`src/pkg/next_page_pkg.sv`:
```
// Constants and carrier types for the received next page register bank.
// Assumes a 32-bit Avalon-MM register bus with byte addresses.
package next_page_pkg;
    // Byte offsets
    localparam logic [3:0] CTRL_OFFSET = 4'h0;
    localparam logic [3:0] STATUS_OFFSET = 4'h4;
    localparam logic [3:0] NEXT_PAGE_RX_OFFSET = 4'h8;
    // Field positions of the received page word
    localparam int MORE_PAGES_BIT = 15;
    localparam int ACK_BIT = 14;
    localparam int MESSAGE_PAGE_BIT = 13;
    localparam int COMPLY_BIT = 12;
    localparam int TOGGLE_BIT = 11;
    localparam int CODE_MSB = 10;
    localparam int CODE_LSB = 0;
    // Reset word: message page set, code holds the null page message
    localparam logic [10:0] NULL_PAGE_CODE = 11'h001;
    localparam logic [15:0] NEXT_PAGE_RX_RESET = 16'h2001;
    // Software writable bits: 15, 13, 12 and 10:0
    localparam logic [15:0] NEXT_PAGE_RX_SW_MASK = 16'hb7ff;
    // Control and status fields
    localparam int CAPTURE_EN_BIT = 0;
    localparam logic CAPTURE_EN_RESET = 1'b1;
    localparam int NEW_PAGE_BIT = 0;
    localparam logic [31:0] UNMAPPED_READ = 32'h0000_0000;

    typedef struct packed {
        logic more_pages;
        logic ack;
        logic message_page;
        logic comply;
        logic toggle;
        logic [10:0] code;
    } page_word_s;
endpackage : next_page_pkg

```
`src/hdl/masked_field_reg.sv`:
```
// Field register loaded by hardware or by software under a write mask.
// Assumes both loads come from the same clock domain; hardware load wins.
`timescale 1ns/1ps
`default_nettype none
module masked_field_reg #(
    parameter int W = 16,
    parameter logic [W-1:0] RST = '0,
    parameter logic [W-1:0] SW_MASK = '1
) (
    input wire logic clk_in,
    input wire logic rst_in,
    input wire logic hw_load_in,
    input wire logic [W-1:0] hw_val_in,
    input wire logic sw_load_in,
    input wire logic [W-1:0] sw_lane_in,
    input wire logic [W-1:0] sw_val_in,
    output logic [W-1:0] q_out
);
    logic [W-1:0] sw_keep;
    assign sw_keep = SW_MASK & sw_lane_in;

    always_ff @(posedge clk_in) begin
        if (rst_in) begin
            q_out <= RST;
        end else if (hw_load_in) begin
            q_out <= hw_val_in;
        end else if (sw_load_in) begin
            q_out <= (q_out & ~sw_keep) | (sw_val_in & sw_keep);
        end
    end
endmodule : masked_field_reg
`default_nettype wire

```
`src/hdl/next_page_rx_reg.sv`:
```
// Received next page register with its Avalon-MM slave, control and status.
// Assumes the negotiation logic drives the page word and its load strobe on MCLK_IN.
`timescale 1ns/1ps
`default_nettype none
module next_page_rx_reg (
    input wire logic MCLK_IN,
    input wire logic RESET_IN,
    input wire logic [3:0] AVS_ADDRESS_IN,
    input wire logic AVS_READ_IN,
    input wire logic AVS_WRITE_IN,
    input wire logic [31:0] AVS_WRITEDATA_IN,
    input wire logic [3:0] AVS_BYTEENABLE_IN,
    output logic [31:0] AVS_READDATA_OUT,
    output logic AVS_WAITREQUEST_OUT,
    input wire next_page_pkg::page_word_s PAGE_WORD_IN,
    input wire logic PAGE_LOAD_IN,
    output logic [15:0] NEXT_PAGE_RX_OUT
);
    import next_page_pkg::*;

    logic ack_q;
    logic ack_d;
    logic capture_en_q;
    logic new_page_q;
    logic hw_load;
    logic wr_fire;
    logic [15:0] lane_mask;
    logic [15:0] captured_word;
    logic [15:0] next_page_rx_reg;
    logic [31:0] rdata_d;

    // Bus handshake: one wait cycle, then one answer cycle
    assign ack_d = (AVS_READ_IN | AVS_WRITE_IN) & ~ack_q;
    assign wr_fire = AVS_WRITE_IN & ack_q;
    assign lane_mask = {{8{AVS_BYTEENABLE_IN[1]}}, {8{AVS_BYTEENABLE_IN[0]}}};

    always_ff @(posedge MCLK_IN) begin
        if (RESET_IN) begin
            ack_q <= 1'b0;
            AVS_WAITREQUEST_OUT <= 1'b1;
        end else begin
            ack_q <= ack_d;
            AVS_WAITREQUEST_OUT <= ~ack_d;
        end
    end

    a_idle_no_answer: assert property (@(posedge MCLK_IN) disable iff (RESET_IN)
        !AVS_READ_IN && !AVS_WRITE_IN |=> AVS_WAITREQUEST_OUT)
        else $error("answer given without a request");

    a_bus_reset: assert property (@(posedge MCLK_IN) disable iff (RESET_IN)
        $fell(RESET_IN) |-> AVS_WAITREQUEST_OUT && AVS_READDATA_OUT == UNMAPPED_READ &&
            capture_en_q == CAPTURE_EN_RESET)
        else $error("bus or control state wrong after reset");

    // Capture enable written by software
    always_ff @(posedge MCLK_IN) begin
        if (RESET_IN) begin
            capture_en_q <= CAPTURE_EN_RESET;
        end else if (wr_fire && AVS_ADDRESS_IN == CTRL_OFFSET && AVS_BYTEENABLE_IN[0]) begin
            capture_en_q <= AVS_WRITEDATA_IN[CAPTURE_EN_BIT];
        end
    end

    a_capture_en_write: assert property (@(posedge MCLK_IN) disable iff (RESET_IN)
        wr_fire && AVS_ADDRESS_IN == CTRL_OFFSET && AVS_BYTEENABLE_IN[0] |=>
            capture_en_q == $past(AVS_WRITEDATA_IN[CAPTURE_EN_BIT]))
        else $error("capture enable not written");

    assign hw_load = PAGE_LOAD_IN & capture_en_q;

    a_refused_load: assert property (@(posedge MCLK_IN) disable iff (RESET_IN)
        PAGE_LOAD_IN && !capture_en_q && !wr_fire |=>
            $stable(NEXT_PAGE_RX_OUT) && $stable(new_page_q))
        else $error("page loaded while capture disabled");

    // Received word as stored; toggle bit kept inverted
    assign captured_word = {PAGE_WORD_IN.more_pages,
                            PAGE_WORD_IN.ack,
                            PAGE_WORD_IN.message_page,
                            PAGE_WORD_IN.comply,
                            ~PAGE_WORD_IN.toggle,
                            PAGE_WORD_IN.code};

    // New page flag: set by capture, cleared by writing one; set wins
    always_ff @(posedge MCLK_IN) begin
        if (RESET_IN) begin
            new_page_q <= 1'b0;
        end else if (hw_load) begin
            new_page_q <= 1'b1;
        end else if (wr_fire && AVS_ADDRESS_IN == STATUS_OFFSET && AVS_BYTEENABLE_IN[0] &&
                     AVS_WRITEDATA_IN[NEW_PAGE_BIT]) begin
            new_page_q <= 1'b0;
        end
    end

    a_new_page_set: assert property (@(posedge MCLK_IN) disable iff (RESET_IN)
        hw_load |=> new_page_q)
        else $error("new page flag not set by capture");

    a_new_page_clear: assert property (@(posedge MCLK_IN) disable iff (RESET_IN)
        wr_fire && AVS_ADDRESS_IN == STATUS_OFFSET && AVS_BYTEENABLE_IN[0] && AVS_WRITEDATA_IN[NEW_PAGE_BIT] &&
            !hw_load |=> !new_page_q)
        else $error("new page flag not cleared by write");

    masked_field_reg #(
        .W(16),
        .RST(NEXT_PAGE_RX_RESET),
        .SW_MASK(NEXT_PAGE_RX_SW_MASK)
    ) u_next_page_rx (
        .clk_in(MCLK_IN),
        .rst_in(RESET_IN),
        .hw_load_in(hw_load),
        .hw_val_in(captured_word),
        .sw_load_in(wr_fire && AVS_ADDRESS_IN == NEXT_PAGE_RX_OFFSET),
        .sw_lane_in(lane_mask),
        .sw_val_in(AVS_WRITEDATA_IN[15:0]),
        .q_out(next_page_rx_reg)
    );

    assign NEXT_PAGE_RX_OUT = next_page_rx_reg;

    // Read mux; reads touch no state
    always_comb begin
        rdata_d = UNMAPPED_READ;
        case (AVS_ADDRESS_IN)
            CTRL_OFFSET: rdata_d[CAPTURE_EN_BIT] = capture_en_q;
            STATUS_OFFSET: rdata_d[NEW_PAGE_BIT] = new_page_q;
            NEXT_PAGE_RX_OFFSET: rdata_d[15:0] = next_page_rx_reg;
            default: rdata_d = UNMAPPED_READ;
        endcase
    end

    always_ff @(posedge MCLK_IN) begin
        if (RESET_IN) begin
            AVS_READDATA_OUT <= UNMAPPED_READ;
        end else if (ack_d && AVS_READ_IN) begin
            AVS_READDATA_OUT <= rdata_d;
        end
    end

    a_read_data_hold: assert property (@(posedge MCLK_IN) disable iff (RESET_IN)
        !(ack_d && AVS_READ_IN) |=> $stable(AVS_READDATA_OUT))
        else $error("read data changed without a read");

    a_read_page_data: assert property (@(posedge MCLK_IN) disable iff (RESET_IN)
        AVS_READ_IN && !AVS_WAITREQUEST_OUT && AVS_ADDRESS_IN == NEXT_PAGE_RX_OFFSET |->
            AVS_READDATA_OUT == {16'h0000, $past(NEXT_PAGE_RX_OUT)})
        else $error("page register read data wrong");

    a_unmapped_read: assert property (@(posedge MCLK_IN) disable iff (RESET_IN)
        AVS_READ_IN && !AVS_WAITREQUEST_OUT && AVS_ADDRESS_IN != CTRL_OFFSET &&
            AVS_ADDRESS_IN != STATUS_OFFSET && AVS_ADDRESS_IN != NEXT_PAGE_RX_OFFSET |->
            AVS_READDATA_OUT == UNMAPPED_READ)
        else $error("unmapped read not zero");

    a_upper_read_zero: assert property (@(posedge MCLK_IN) disable iff (RESET_IN)
        !AVS_WAITREQUEST_OUT |-> AVS_READDATA_OUT[31:16] == 16'h0000)
        else $error("upper read data not zero");

    // Field checks after capture, without capture and after reset; read and bus answer checks

    a_rx_capture_word: assert property (@(posedge MCLK_IN) disable iff (RESET_IN)
        hw_load |=> NEXT_PAGE_RX_OUT == {$past(PAGE_WORD_IN.more_pages), $past(PAGE_WORD_IN.ack),
            $past(PAGE_WORD_IN.message_page), $past(PAGE_WORD_IN.comply), ~$past(PAGE_WORD_IN.toggle),
            $past(PAGE_WORD_IN.code)})
        else $error("received page word not captured");

    a_more_pages_bit: assert property (@(posedge MCLK_IN) disable iff (RESET_IN)
        hw_load |=> NEXT_PAGE_RX_OUT[MORE_PAGES_BIT] == $past(PAGE_WORD_IN.more_pages))
        else $error("more pages bit wrong");

    a_ack_read_only: assert property (@(posedge MCLK_IN) disable iff (RESET_IN)
        !hw_load |=> NEXT_PAGE_RX_OUT[ACK_BIT] == $past(NEXT_PAGE_RX_OUT[ACK_BIT]))
        else $error("acknowledge bit changed without a capture");

    a_reset_word: assert property (@(posedge MCLK_IN) disable iff (RESET_IN)
        $fell(RESET_IN) |-> NEXT_PAGE_RX_OUT == NEXT_PAGE_RX_RESET && new_page_q == 1'b0)
        else $error("reset value of page register wrong");

    a_comply_mirror: assert property (@(posedge MCLK_IN) disable iff (RESET_IN)
        hw_load |=> NEXT_PAGE_RX_OUT[COMPLY_BIT] == $past(PAGE_WORD_IN.comply))
        else $error("comply bit does not mirror partner");

    a_ack_capture: assert property (@(posedge MCLK_IN) disable iff (RESET_IN)
        hw_load |=> NEXT_PAGE_RX_OUT[ACK_BIT] == $past(PAGE_WORD_IN.ack))
        else $error("acknowledge bit not captured");

    a_msg_page_bit: assert property (@(posedge MCLK_IN) disable iff (RESET_IN)
        hw_load |=> NEXT_PAGE_RX_OUT[MESSAGE_PAGE_BIT] == $past(PAGE_WORD_IN.message_page))
        else $error("message page bit not captured");

    a_toggle_inverse: assert property (@(posedge MCLK_IN) disable iff (RESET_IN)
        hw_load |=> NEXT_PAGE_RX_OUT[TOGGLE_BIT] == ~$past(PAGE_WORD_IN.toggle))
        else $error("toggle echo not inverted");

    a_toggle_read_only: assert property (@(posedge MCLK_IN) disable iff (RESET_IN)
        !hw_load |=> $stable(NEXT_PAGE_RX_OUT[TOGGLE_BIT]))
        else $error("toggle echo changed without a capture");

    a_code_field: assert property (@(posedge MCLK_IN) disable iff (RESET_IN)
        hw_load |=> NEXT_PAGE_RX_OUT[CODE_MSB:CODE_LSB] == $past(PAGE_WORD_IN.code))
        else $error("code field not captured");

    a_null_code_reset: assert property (@(posedge MCLK_IN) disable iff (RESET_IN)
        $fell(RESET_IN) |-> NEXT_PAGE_RX_OUT[CODE_MSB:CODE_LSB] == NULL_PAGE_CODE)
        else $error("code field not null page after reset");

    a_read_no_effect: assert property (@(posedge MCLK_IN) disable iff (RESET_IN)
        AVS_READ_IN && !PAGE_LOAD_IN |=> $stable(NEXT_PAGE_RX_OUT) && $stable(new_page_q) && $stable(capture_en_q))
        else $error("read changed register state");

    a_bus_answer: assert property (@(posedge MCLK_IN) disable iff (RESET_IN)
        (AVS_READ_IN || AVS_WRITE_IN) && AVS_WAITREQUEST_OUT |=> !AVS_WAITREQUEST_OUT ##1 AVS_WAITREQUEST_OUT)
        else $error("bus answer not one cycle after request");
endmodule : next_page_rx_reg
`default_nettype wire

```
`config.mk`:
```
export PLATFORM = sky130hd
export DESIGN_NAME = next_page_rx_reg
export DESIGN_NICKNAME = d
export VERILOG_FILES = /design/src/pkg/next_page_pkg.sv /design/src/hdl/masked_field_reg.sv /design/src/hdl/next_page_rx_reg.sv
export SDC_FILE = /design/constraint.sdc
export NUM_CORES = 1
export LEC_CHECK = 0
export BUFFER_PORTS_ARGS = -buffer_cell sky130_fd_sc_hd__buf_2
export CAP_MARGIN = 10
export CORE_ASPECT_RATIO = 1.4
export CORE_UTILIZATION = 39
export DETAILED_ROUTE_END_ITERATION = 12
export PLACE_DENSITY = 0.75
export REMOVE_ABC_BUFFERS = 1
export SYNTH_ARGS = -nofsm -noshare
export SYNTH_HDL_FRONTEND = slang
export SYNTH_SLANG_ARGS = --single-unit
```
`constraint.sdc`:
```
create_clock -name MCLK_IN -period 1.06 [get_ports MCLK_IN]
set_input_delay 0.159 -clock MCLK_IN [delete_from_list [all_inputs] [get_ports MCLK_IN]]
set_output_delay 0.159 -clock MCLK_IN [all_outputs]
set_load 0.02 [all_outputs]
```
# [After elaboration in Yosys (flattened, before gate mapping)]
# Index checks and enable logic that the tools add are counted.
[classes] n_eq_ne=2 reduce_logical=10 muxes=6 n_bitwise=11
[ops] cell="$and A16 B16 Y16" n=2
[ops] cell="$mux W16" n=2
[ops] cell="$not A16 Y16" n=1
[ops] cell="$or A16 B16 Y16" n=1
[ops] cell="$mux W15" n=1
[ops] cell="$logic_and A1 B1 Y1" n=7
[ops] cell="$eq A4 B3 Y1 const B" n=1
[ops] cell="$eq A4 B4 Y1 const B" n=1
[ops] cell="$logic_not A4 Y1" n=1
[ops] cell="$reduce_bool A2 Y1" n=2
[ops] cell="$and A1 B1 Y1" n=3
[ops] cell="$not A1 Y1" n=3
[ops] cell="$pmux W1 S3" n=1
[ops] cell="$mux W1" n=2
[ops] cell="$or A1 B1 Y1" n=1
[word_totals] regBits=36 wordCells=35

# [Longest topological paths before layout]
# Gate-level depths: netlist of the first run.
[depth] ltp_word=6 depth_mapped=6 mapped_depth_nobuf=3

# [Cells and area by module]
# Synthesis of the first run repeated with hierarchy kept, for this count alone.
[unflattened] hier_cells=187 area_unflattened_um2=1750.4
[modules_own_cells] mod="next_page_rx_reg" area_per_inst_um2=917.1 n_inst=1 cells_each=100 seq_area_each_um2=400.4
[modules_own_cells] mod="masked_field_reg" area_per_inst_um2=833.3 n_inst=1 cells_each=87 seq_area_each_um2=320.3

# [Least setup slack after synthesis of the first run]
# Ideal clock, no wire load.
[synth_timing] path_type="register -> register" start="reg ack_q" end="reg with a tool-made name" slack_ns=-0.109 path_stages_with_launch=6 required_ns=0.972 period_less_slack_ns=1.169 arrival_time_ns=1.081 path_buffers=2 cell_sequence="dfxtp_1 -> and3_4 -> buf_6 -> a21o_1 -> buf_6 -> a311oi_2"
[synth_lines] item="start: declaration" line_no="next_page_rx_reg.sv:21" text="logic ack_q;"
[synth_lines] item="start signal: assignment" line_no="next_page_rx_reg.sv:42" text="ack_q <= ack_d;"

==> impl_summary.log, run 1 <==
[metrics] count of port buffers added during placement: 73
[metrics] DR pass1 iterations: 4
[metrics] post-synth top area share: 37.9%
[metrics] Hold Path Class: in -> reg
[metrics] antenna diode instance count: 0
[metrics] remaining global-route overflow: 0
[metrics] DRC: 0
[metrics] share of the clock period used by the worst path after layout: 111%
[metrics] Avg Synthesized Cell Area: 9.42 um2
[metrics] Detailed Route Iter0 Violations: 39
[metrics] power density of the placed cells: 1170 mW/mm2
[metrics] setup repair after global routing missed its margin: true
[metrics] clk sinks: 36
[metrics] post-route ant nets: 0
[metrics] area of the core region: 0.00461 mm2
[metrics] routability congestion estimate from global placement: 0.834
[metrics] Worst Path Required: 1.22 ns
[metrics] vias per cell: 5.09
[metrics] Power Total: 0.00316 W
[metrics] nets@finish: 352
[metrics] kind of launch point of the worst setup path: register
[metrics] pin count of the biggest net entering global routing: 27
[metrics] worst clock skew on the final layout: 0.0118 ns
[metrics] Crit path max-delay family: flip-flops
[metrics] Worst Slack Setup Final: -0.120 ns
[metrics] Setup Buffers After CTS: 0
[metrics] WL final: 4980 um
[metrics] total number of yosys warnings: 0
[metrics] Maximum Capacitance Violations: 0
[metrics] number of buffers inserted by hold repair at cts: 0
[metrics] clock buffer count from CTS: 5
[metrics] Crit Path Category: reg -> reg
[metrics] post-detail-place hpwl: 3430 um
[metrics] Placed Area: 0.00240 mm2
[metrics] clock slew at reported path FFs: 0.08 ns
[metrics] Crit path largest cell delay: 0.37 ns
[metrics] Worst IR Drop VDD: 722 uV
[metrics] failing checks: setup timing
[metrics] status: finished with violations
[metrics] buffer levels on the longest clock path: 2
[metrics] area of all placed cells without fillers: 0.00270 mm2
[metrics] Die Wd: 61.0 um
[metrics] critical path peak fanout: 5
[metrics] sequential cell area fraction in the yosys report: 37.9%
[metrics] final critical-path required period: 1.18 ns
[metrics] layout overhead on the synthesized area: 41.7%
[metrics] Chip Height: 84.7 um
[metrics] Tot GR Track Use: 19.8%
[metrics] TritonCTS clock tree: done
[metrics] worst skew pair latency: 0.29 ns
[metrics] count of boundary I/O pins: 110
[metrics] Seq cells post-synth: 36
[metrics] number of hold violations in the final report: 0
[metrics] cell area after synthesis: 0.00190 mm2
[metrics] arrival time reported for the critical path endpoint: 1.34 ns
[metrics] post-synthesis cell count: 202
[metrics] Slowest-stage cell, CP: dfxtp_4
[metrics] die footprint: 0.00517 mm2
[metrics] via count of the first global-routing pass: 1730
[metrics] sum of negative setup slack: -1.22 ns
[metrics] post-synthesis cell type count: 32
[metrics] total buffers and inverters traversed by the critical path: 1
[metrics] Filler Cell Count: 401
[metrics] top post-synthesis cells by area: dfxtp_1, buf_4, a311oi_2
[metrics] final setup violation count: 15
[metrics] CTS HTree Levels: 2
[metrics] Rows: 29
[metrics] starting utilization of the core area: 41.3%
[metrics] critical path capture point type: register
[metrics] proportion of layout cells with a drive suffix above 1: 58.2%
[metrics] average routed wire per standard cell: 14.1 um
[metrics] wire length of the first global-routing pass: 7770 um
[metrics] antenna violations before repair: 0
[metrics] fmax: 847 MHz
[metrics] cell breakdown of the critical path: and3_4 > buf_4 > a211oi_1 > a311oi_2
[metrics] leading area contributor after synthesis: dfxtp_1
[metrics] static power due to leakage: 1.18 nW
[metrics] clock root buffer: clkbuf_8
[metrics] count of final max-slew check failures: 0
[metrics] overall via count from detail_route: 1801
synthesized netlist by cell type:
library cell	n
nand3_1	18
a311oi_1	5
nor4b_4	1
o21a_1	1
conb_1	1
a2bb2oi_1	1
a21oi_2	10
nor2_1	7
nor3_1	1
a311oi_2	9
nand2_1	31
mux2i_1	4
a211oi_1	14
and2_1	1
o31ai_1	1
a21o_4	1
inv_1	1
dfxtp_1	36
buf_12	1
nor2b_1	1
buf_4	19
and3_4	1
a21o_1	1
buf_6	6
or3_1	1
clkbuf_1	3
buf_1	1
nand2b_1	1
a21oi_1	7
and3_1	3
nand3_2	10
buf_2	4
cells by family after synthesis:
group           synth area share (%)
compound gates                  23.8
buf+inv                         14.1
flops                           37.9
mux                             2.10
other cells                    0.197
simple gates                    21.9
layout make-up:
cell class	instances	area (um2)	share of cell area (%)
Multi-Input combinational cell	146	1090	40.4
Tap cell	62	77.6	2.88
Clock buffer	5	68.8	2.55
Timing Repair Buffer	101	708	26.3
Sequential cell	36	729	27.1
Clock inverter	3	18.8	0.696
Inverter	1	3.75	0.139
layout by cell type (no fill, tap or decap), drive strengths merged, types with 2 or more instances in the layout:
cell	n
dfxtp	36
nand2	31
a21oi	17
clkinv	3
a311oi	14
buf	100
conb	16
nand3	28
mux2i	4
and3	4
a211oi	14
nor2	7
clkbuf	6
a21o	2
path summary, 6_finish.rpt:
kind,from,cells after the start,slack [ns],end
min reg2reg,AVS_READDATA_OUT[7],2,0.45,AVS_READDATA_OUT[7]
min,PAGE_WORD_IN[11],2,0.05,u_next_page_rx.q_out[11]
max reg2reg,ack_q,4,-0.12,register
max,ack_q,4,-0.12,register
metrics by stage:
| stage | setup WS, ns | hold WS, ns | utilization, % | cells |
|---|---|---|---|---|
| after floorplan | -0.859 | 0.221 | - | 183 |
| after global placement | -0.189 | 0.362 | 52.1 | 343 |
| after detailed placement | -0.214 | 0.361 | 52.1 | 343 |
| after CTS | -0.123 | 0.0534 | 56.3 | 353 |
| after global routing | -0.147 | 0.0346 | 58.5 | 354 |
| final | -0.120 | 0.0520 | 58.5 | 354 |
metal layers:
layer	track usage, %	share of wire [%]	up-vias
met5	0	0	-
met4	11.8	4.2	0
met3	3.39	4.7	19
met2	32.1	52	67
met1	23.4	39	845
li1	-	-	870
repair_timing:
item,CTS,global route
endpoints found under the hold margin,0,0
gates resized for setup,16,22
setup endpoints to repair,30,29
pin swaps,1,1
gates cloned,2,1
report_power, final:
part | internal (W) | switching [W]
logic | 0.000311 | 0.000408
registers | 0.00141 | 0.0000574
clock network | 0.000458 | 0.000513
No activity file was read; power rests on OpenSTA's default activity.
==> run 2: changes to the inputs <==
--- a/config.mk
+++ b/config.mk
@@ -10,7 +10,7 @@
 export CORE_ASPECT_RATIO = 1.4
 export CORE_UTILIZATION = 39
 export DETAILED_ROUTE_END_ITERATION = 12
-export PLACE_DENSITY = 0.75
+export PLACE_DENSITY = 0.8
 export REMOVE_ABC_BUFFERS = 1
 export SYNTH_ARGS = -nofsm -noshare
 export SYNTH_HDL_FRONTEND = slang
==> constraint.sdc (replaced) <==
create_clock -name MCLK_IN -period 1 [get_ports MCLK_IN]
set_input_delay 0.15 -clock MCLK_IN [delete_from_list [all_inputs] [get_ports MCLK_IN]]
set_output_delay 0.15 -clock MCLK_IN [all_outputs]
set_load 0.02 [all_outputs]
==> run 2 against run 1 <==
  * The flow still finishes with violations (setup timing)
  * Via count rose by 2.8%
  * Largest power group unchanged
  * Global-route usage increased by 0.097 points
  * Worst setup slack worse by 0.074 ns
  * Highest routed layer unchanged
  * Sequential share of layout area is 0.26 points higher
  * Routed wire length grew 7.1%
  * Combinational power is 9.5% higher
  * Critical path depth stayed put
==> impl_summary.log, run 2 (synthesized netlist as in run 1, its figures left out) <==
[metrics] clock slew at reported path FFs: 0.08 ns (about the same)
[metrics] top library cells by usage in the layout, fill and taps aside: buf_2, nand2_1, buf_4
[metrics] pin count of the biggest net entering global routing: 29 (+7.4%)
[metrics] status: finished with violations
[metrics] nets@finish: 350 (-0.57%)
[metrics] routability congestion estimate from global placement: 0.946 (+13%)
[metrics] final setup violation count: 33 (+18)
[metrics] antenna diode instance count: 0 (unchanged)
[metrics] number of hold violations in the final report: 0 (unchanged)
[metrics] share of the clock period used by the worst path after layout: 119% (+8.1 points)
[metrics] Crit path max-delay family: compound AO/OA/AOI/OAI gates
[metrics] R2R cell count: 4 (unchanged)
[metrics] Power Total: 0.00339 W (+7.4%)
[metrics] TritonCTS clock tree: done
[metrics] cell breakdown of the critical path: and2_4 > buf_12 > a21o_4 > a311oi_2
[metrics] via count of the first global-routing pass: 1734 (+0.23%)
[metrics] critical path capture point type: register
[metrics] Chip Height: 84.7 um (unchanged)
[metrics] failing checks: setup timing
[metrics] overall via count from detail_route: 1852 (+2.8%)
[metrics] buffer levels on the longest clock path: 2 (unchanged)
[metrics] antenna violations before repair: 0 (unchanged)
[metrics] Crit Path Category: reg -> reg
[metrics] count of boundary I/O pins: 110 (unchanged)
[metrics] fmax: 837 MHz (-1.2%)
[metrics] Worst IR Drop VDD: 726 uV (+0.63%)
[metrics] total area of multi-input combinational cells: 0.00106 mm2 (-3.0%)
[metrics] setup repair after global routing missed its margin: true
[metrics] clk sinks: 36 (unchanged)
[metrics] Setup Buffers After CTS: 0 (unchanged)
[metrics] Worst Slack Setup Final: -0.194 ns (-0.0740 ns)
[metrics] register area: 738 um2 (+1.2%)
[metrics] Slowest-stage cell, CP: dfxtp_2
[metrics] average routed wire per standard cell: 15.2 um (+7.7%)
[metrics] total buffers and inverters traversed by the critical path: 1 (unchanged)
[metrics] DRC: 0 (unchanged)
[metrics] critical path peak fanout: 7 (+2)
[metrics] area of the core region: 0.00461 mm2 (unchanged)
[metrics] Rows: 29 (unchanged)
[metrics] Filler Cell Count: 420 (+4.7%)
[metrics] proportion of layout cells with a drive suffix above 1: 57.9% (-0.29 points)
[metrics] clock buffer count from CTS: 5 (unchanged)
[metrics] power density of the placed cells: 1260 mW/mm2 (+7.1%)
[metrics] Tot GR Track Use: 19.9% (+0.097 points)
[metrics] worst skew pair latency: 0.29 ns (about the same)
[metrics] Crit path largest cell delay: 0.33 ns (-0.04 ns)
[metrics] Die Wd: 61.0 um (unchanged)
[metrics] static power due to leakage: 1.14 nW (-3.9%)
[metrics] clock root buffer: clkbuf_8
[metrics] final critical-path required period: 1.19 ns (+0.0140 ns)
[metrics] vias per cell: 5.26 (+3.4%)
[metrics] CTS HTree Levels: 2 (unchanged)
[metrics] remaining global-route overflow: 0 (unchanged)
[metrics] DR pass1 iterations: 4 (unchanged)
[metrics] Maximum Capacitance Violations: 0 (unchanged)
[metrics] most common cell after layout, fill and taps aside: buf_2
[metrics] wire length of the first global-routing pass: 7800 um (+0.36%)
[metrics] Worst Path Required: 1.19 ns (-0.03 ns)
[metrics] WL final: 5330 um (+7.1%)
[metrics] worst clock skew on the final layout: 0.00892 ns (-0.00293 ns)
[metrics] kind of launch point of the worst setup path: register
[metrics] post-detail-place hpwl: 3710 um (+8.0%)
[metrics] count of port buffers added during placement: 73 (unchanged)
[metrics] WP depth: 4 (unchanged)
[metrics] arrival time reported for the critical path endpoint: 1.38 ns (+0.04 ns)
[metrics] layout overhead on the synthesized area: 42.0%
[metrics] post-route ant nets: 0 (unchanged)
[metrics] Detailed Route Iter0 Violations: 51 (+31%)
[metrics] Hold Path Class: in -> reg
[metrics] starting utilization of the core area: 41.3% (unchanged)
[metrics] die footprint: 0.00517 mm2 (unchanged)
[metrics] number of stages on the worst hold path: 2 (unchanged)
[metrics] count of final max-slew check failures: 0 (unchanged)
[metrics] worst setup timing slack at the placement stage: -0.335 ns (-0.121 ns)
[run 2: cell count changes in the layout (fill, tap and decap cells not counted), sizes merged]
cell,change
buf,-3
clkbuf,+1
[run 2: timing repair]
action,CTS,global route
pin swaps,11,6
endpoints found under the setup margin,40,51
hold buffers,0,0
cloned,1,2
gates resized for setup,22,30
[run 2: worst paths after layout]
| kind | from | slack [ns] | end |
|---|---|---|---|
| max | capture_en_q | -0.19 | register |
| min | PAGE_WORD_IN[11] | 0.05 | u_next_page_rx.q_out[11] |
| max reg2reg | capture_en_q | -0.19 | register |
| min reg2reg | AVS_READDATA_OUT[15] | 0.45 | AVS_READDATA_OUT[15] |
[run 2: power breakdown]
group | switching, W | internal (W)
registers | 0.0000614 | 0.00150
clock network | 0.000554 | 0.000486
logic | 0.000437 | 0.000351
[run 2: worst reg2reg max path: stages, from the launching register on]
cell      delay (ns)
dfxtp_2         0.33
and2_4          0.17
buf_12          0.14
a21o_4          0.22
a311oi_2        0.24
[run 2: cell type report]
| class | count | area share, % |
|---|---|---|
| Clock inverter | 3 | 0.694 |
| Inverter | 1 | 0.139 |
| Timing Repair Buffer | 99 | 27.3 |
| Sequential cell | 36 | 27.3 |
| Tap cell | 62 | 2.87 |
| Multi-Input combinational cell | 146 | 39.1 |
| Clock buffer | 5 | 2.55 |
[run 2: metrics by stage]
step	cell area, um2	hold WS, ns	util (%)	std cells	setup TNS (ns)
after floorplan	1690	0.212	-	183	-21.99
after global placement	2400	0.346	52.1	341	-6.82
after detailed placement	2400	0.351	52.1	341	-7.93
after CTS	2570	0.0454	55.8	350	-3.07
after global routing	2700	0.0420	58.6	352	-4.80
final	2700	0.0521	58.6	352	-3.21
[run 2: per-layer routing]
layer	part of all wire, %	up-vias	global-route usage [%]
met5	0	-	0
met4	3.1	0	10.3
met3	5.3	17	3.08
met2	54	79	34.9
met1	37	890	21.9
li1	-	866	-
==> run 3: changes to the inputs <==
--- a/config.mk
+++ b/config.mk
@@ -8,10 +8,11 @@
 export BUFFER_PORTS_ARGS = -buffer_cell sky130_fd_sc_hd__buf_2
 export CAP_MARGIN = 10
 export CORE_ASPECT_RATIO = 1.4
-export CORE_UTILIZATION = 39
+export CORE_UTILIZATION = 38
 export DETAILED_ROUTE_END_ITERATION = 12
 export PLACE_DENSITY = 0.8
 export REMOVE_ABC_BUFFERS = 1
 export SYNTH_ARGS = -nofsm -noshare
 export SYNTH_HDL_FRONTEND = slang
+export SYNTH_HIERARCHICAL = 1
 export SYNTH_SLANG_ARGS = --single-unit
==> run 3 against run 2 <==
  * Non-clock buffer count shrank 3
  * Synthesized area shrank 8.0%
  * Utilization grew 1.6 points
  * Sequential share of layout area grew 0.60 points
  * Combinational power shrank 15%
  * Clock skew shrank 0.0011 ns
  * Flip-flop and latch count is the same
  * Largest power group unchanged
  * Clock power grew 5%
  * Clock-buffer cell count grew 1
  * The run still ends with setup timing left
  * Final area shrank 4.0%
==> impl_summary.log, run 3 <==
[metrics] status: finished with violations
[metrics] failing checks: setup timing
[metrics] pin count of the biggest net entering global routing: 20 (-31%)
[metrics] sequential cell area fraction in the yosys report: 41.2% (+3.3 points)
[metrics] buffer levels on the longest clock path: 2 (unchanged)
[metrics] proportion of layout cells with a drive suffix above 1: 51.8% (-6.1 points)
[metrics] Placed Area: 0.00221 mm2 (-7.9%)
[metrics] crit path launch: ack_q
[metrics] most common cell after layout, fill and taps aside: buf_2
[metrics] area of the core region: 0.00431 mm2 (-6.5%)
[metrics] most numerous cell types in the synthesized netlist: dfxtp_1, nor2_1, buf_4, a32oi_1, nand3_1
[metrics] count of port buffers added during placement: 73 (unchanged)
[metrics] number of buffers inserted by hold repair at cts: 0 (unchanged)
[metrics] post-synthesis cell type count: 31 (-3.1%)
[metrics] post-route ant nets: 0 (unchanged)
[metrics] Worst Path Required: 1.20 ns (about the same)
[metrics] clock buffer count from CTS: 5 (unchanged)
[metrics] ys flop type: dfxtp_1
[metrics] via count of the first global-routing pass: 1587 (-8.5%)
[metrics] cell area after synthesis: 0.00175 mm2 (-8.0%)
[metrics] clock root buffer: clkbuf_8
[metrics] Avg Synthesized Cell Area: 9.36 um2 (-0.64%)
[metrics] Chip Height: 82.3 um (-2.8%)
[metrics] routability congestion estimate from global placement: 0.837 (-11%)
[metrics] post-detail-place hpwl: 3230 um (-13%)
[metrics] WL final: 5050 um (-5.4%)
[metrics] top library cells by usage in the layout, fill and taps aside: buf_2, dfxtp_1, buf_4
[metrics] vias per cell: 5.07 (-3.7%)
[metrics] clock slew at reported path FFs: 0.08 ns (about the same)
[metrics] setup repair after global routing missed its margin: true
[metrics] remaining global-route overflow: 0 (unchanged)
[metrics] layout overhead on the synthesized area: 48.2%
[metrics] share of the clock period used by the worst path after layout: 124% (+4.4 points)
[metrics] DR pass1 iterations: 5 (+1)
[metrics] TritonCTS clock tree: done
[metrics] number of enable flip-flop cells after synthesis: 0 (unchanged)
[metrics] kind of launch point of the worst setup path: register
[metrics] wire length of the first global-routing pass: 7460 um (-4.3%)
[metrics] Filler Cell Count: 384 (-8.6%)
[metrics] CTS HTree Levels: 2 (unchanged)
[metrics] Seq cells post-synth: 36 (unchanged)
[metrics] final core occ: 60.2% (+1.6 points)
[metrics] post-synth top area share: 41.2% (+3.3 points)
[metrics] static power due to leakage: 1.14 nW (+0.33%)
[metrics] nets@finish: 336 (-4.0%)
[metrics] launch point of the worst reg-to-reg path: ack_q
[metrics] share of async-settable or async-resettable flops after synthesis: 0% (unchanged)
[metrics] Hold Path Class: in -> reg
[metrics] Worst IR Drop VDD: 1130 uV (+56%)
[metrics] average routed wire per standard cell: 15.0 um (-0.86%)
[metrics] top post-synthesis cells by area: dfxtp_1, a32oi_1, buf_4
[metrics] total number of yosys warnings: 6 (+6)
[metrics] final critical-path required period: 1.24 ns (+0.0439 ns)
[metrics] critical path peak fanout: 7 (unchanged)
[metrics] DRC: 0 (unchanged)
[metrics] worst skew pair latency: 0.29 ns (about the same)
[metrics] worst clock skew on the final layout: 0.00779 ns (-0.00113 ns)
[metrics] Tot GR Track Use: 20.3% (+0.39 points)
[metrics] clk sinks: 36 (unchanged)
[metrics] arrival time reported for the critical path endpoint: 1.44 ns (+0.06 ns)
[metrics] Detailed Route Iter0 Violations: 63 (+24%)
[metrics] Worst Slack Setup Final: -0.238 ns (-0.0439 ns)
[metrics] overall via count from detail_route: 1703 (-8.0%)
[metrics] starting utilization of the core area: 40.6% (-0.68 points)
[metrics] fmax: 808 MHz (-3.5%)
[metrics] most frequent cell after synthesis: dfxtp_1
[metrics] number of hold violations in the final report: 0 (unchanged)
[metrics] Die Wd: 59.4 um (-2.8%)
[metrics] antenna violations before repair: 0 (unchanged)
[metrics] leading area contributor after synthesis: dfxtp_1
[metrics] area of all placed cells without fillers: 0.00259 mm2 (-4.0%)
[metrics] Rows: 28 (-3.4%)
[metrics] Maximum Capacitance Violations: 0 (unchanged)
[metrics] die footprint: 0.00489 mm2 (-5.5%)
[metrics] Worst Hold Launch: PAGE_WORD_IN[0]
[metrics] count of final max-slew check failures: 0 (unchanged)
[metrics] post-synthesis cell count: 187 (-7.4%)
[metrics] count of boundary I/O pins: 110 (unchanged)
[metrics] Crit Path Category: reg -> reg
[metrics] final setup violation count: 32 (-3.0%)
[metrics] critical path capture point type: register
[metrics] sum of negative setup slack: -5.75 ns (-2.54 ns)
[metrics] antenna diode instance count: 0 (unchanged)
[metrics] power density of the placed cells: 1270 mW/mm2 (+1.0%)
[run 3: repair_timing]
| action | in CTS | in global routing |
|---|---|---|
| resized for setup | 11 | 39 |
| pin swaps | 14 | 23 |
| setup endpoints to repair | 34 | 44 |
| setup buffers | 0 | 2 |
| gates cloned | 2 | 1 |
[run 3: per-layer routing]
metal | global-route usage (%) | vias to the layer above | part of all wire, %
li1 | - | 823 | -
met1 | 25.1 | 805 | 42
met2 | 34.6 | 70 | 51
met3 | 4.52 | 5 | 5.3
met4 | 5.95 | 0 | 1.2
met5 | 0 | - | 0
[run 3: critical path, stage by stage, from the launching register on]
cell	delay, ns
dfxtp_2	0.34
and4_4	0.29
clkbuf_16	0.18
nand3_2	0.07
a311oi_2	0.27
[run 3: kinds of logic after synthesis]
kind of cell | share of synthesized area (%)
AND/OR/NAND/NOR | 20.7
buffers and inverters | 13.0
AO/OA/AOI/OAI | 22.5
multiplexers | 2.36
flip-flops | 41.2
other | 0.214
[run 3: area by class of cell]
| class | instances | area [um2] | share of cell area (%) |
|---|---|---|---|
| Multi-Input combinational cell | 131 | 1020 | 39.2 |
| Clock inverter | 2 | 10.0 | 0.386 |
| Sequential cell | 36 | 724 | 27.9 |
| Tap cell | 60 | 75.1 | 2.89 |
| Clock buffer | 6 | 82.6 | 3.18 |
| Timing Repair Buffer | 96 | 659 | 25.4 |
| Inverter | 5 | 25.0 | 0.964 |
[run 3: final timing paths]
check / endpoint / slack, ns / cells past startpoint
max: register / -0.24 / 4
min: register / 0.09 / 3
max reg2reg: register / -0.24 / 4
min reg2reg: new_page_q / 0.48 / 2
[run 3: report_power, final]
part / switching, W / internal (W)
registers: 0.0000433 / 0.00149
logic: 0.000371 / 0.000296
clock network: 0.000537 / 0.000550
[run 3: metrics by stage]
stage / hold slack [ns] / worst slack, ns / std cells / total power (W)
2_1_floorplan: 0.219 / -0.941 / 172 / 0.00184
3_3_place_gp: 0.387 / -0.295 / 323 / 0.00212
3_5_place_dp: 0.391 / -0.338 / 323 / 0.00213
4_1_cts: 0.0922 / -0.220 / 333 / 0.00322
5_1_grt: 0.111 / -0.299 / 336 / 0.00342
6_report: 0.0947 / -0.238 / 336 / 0.00329
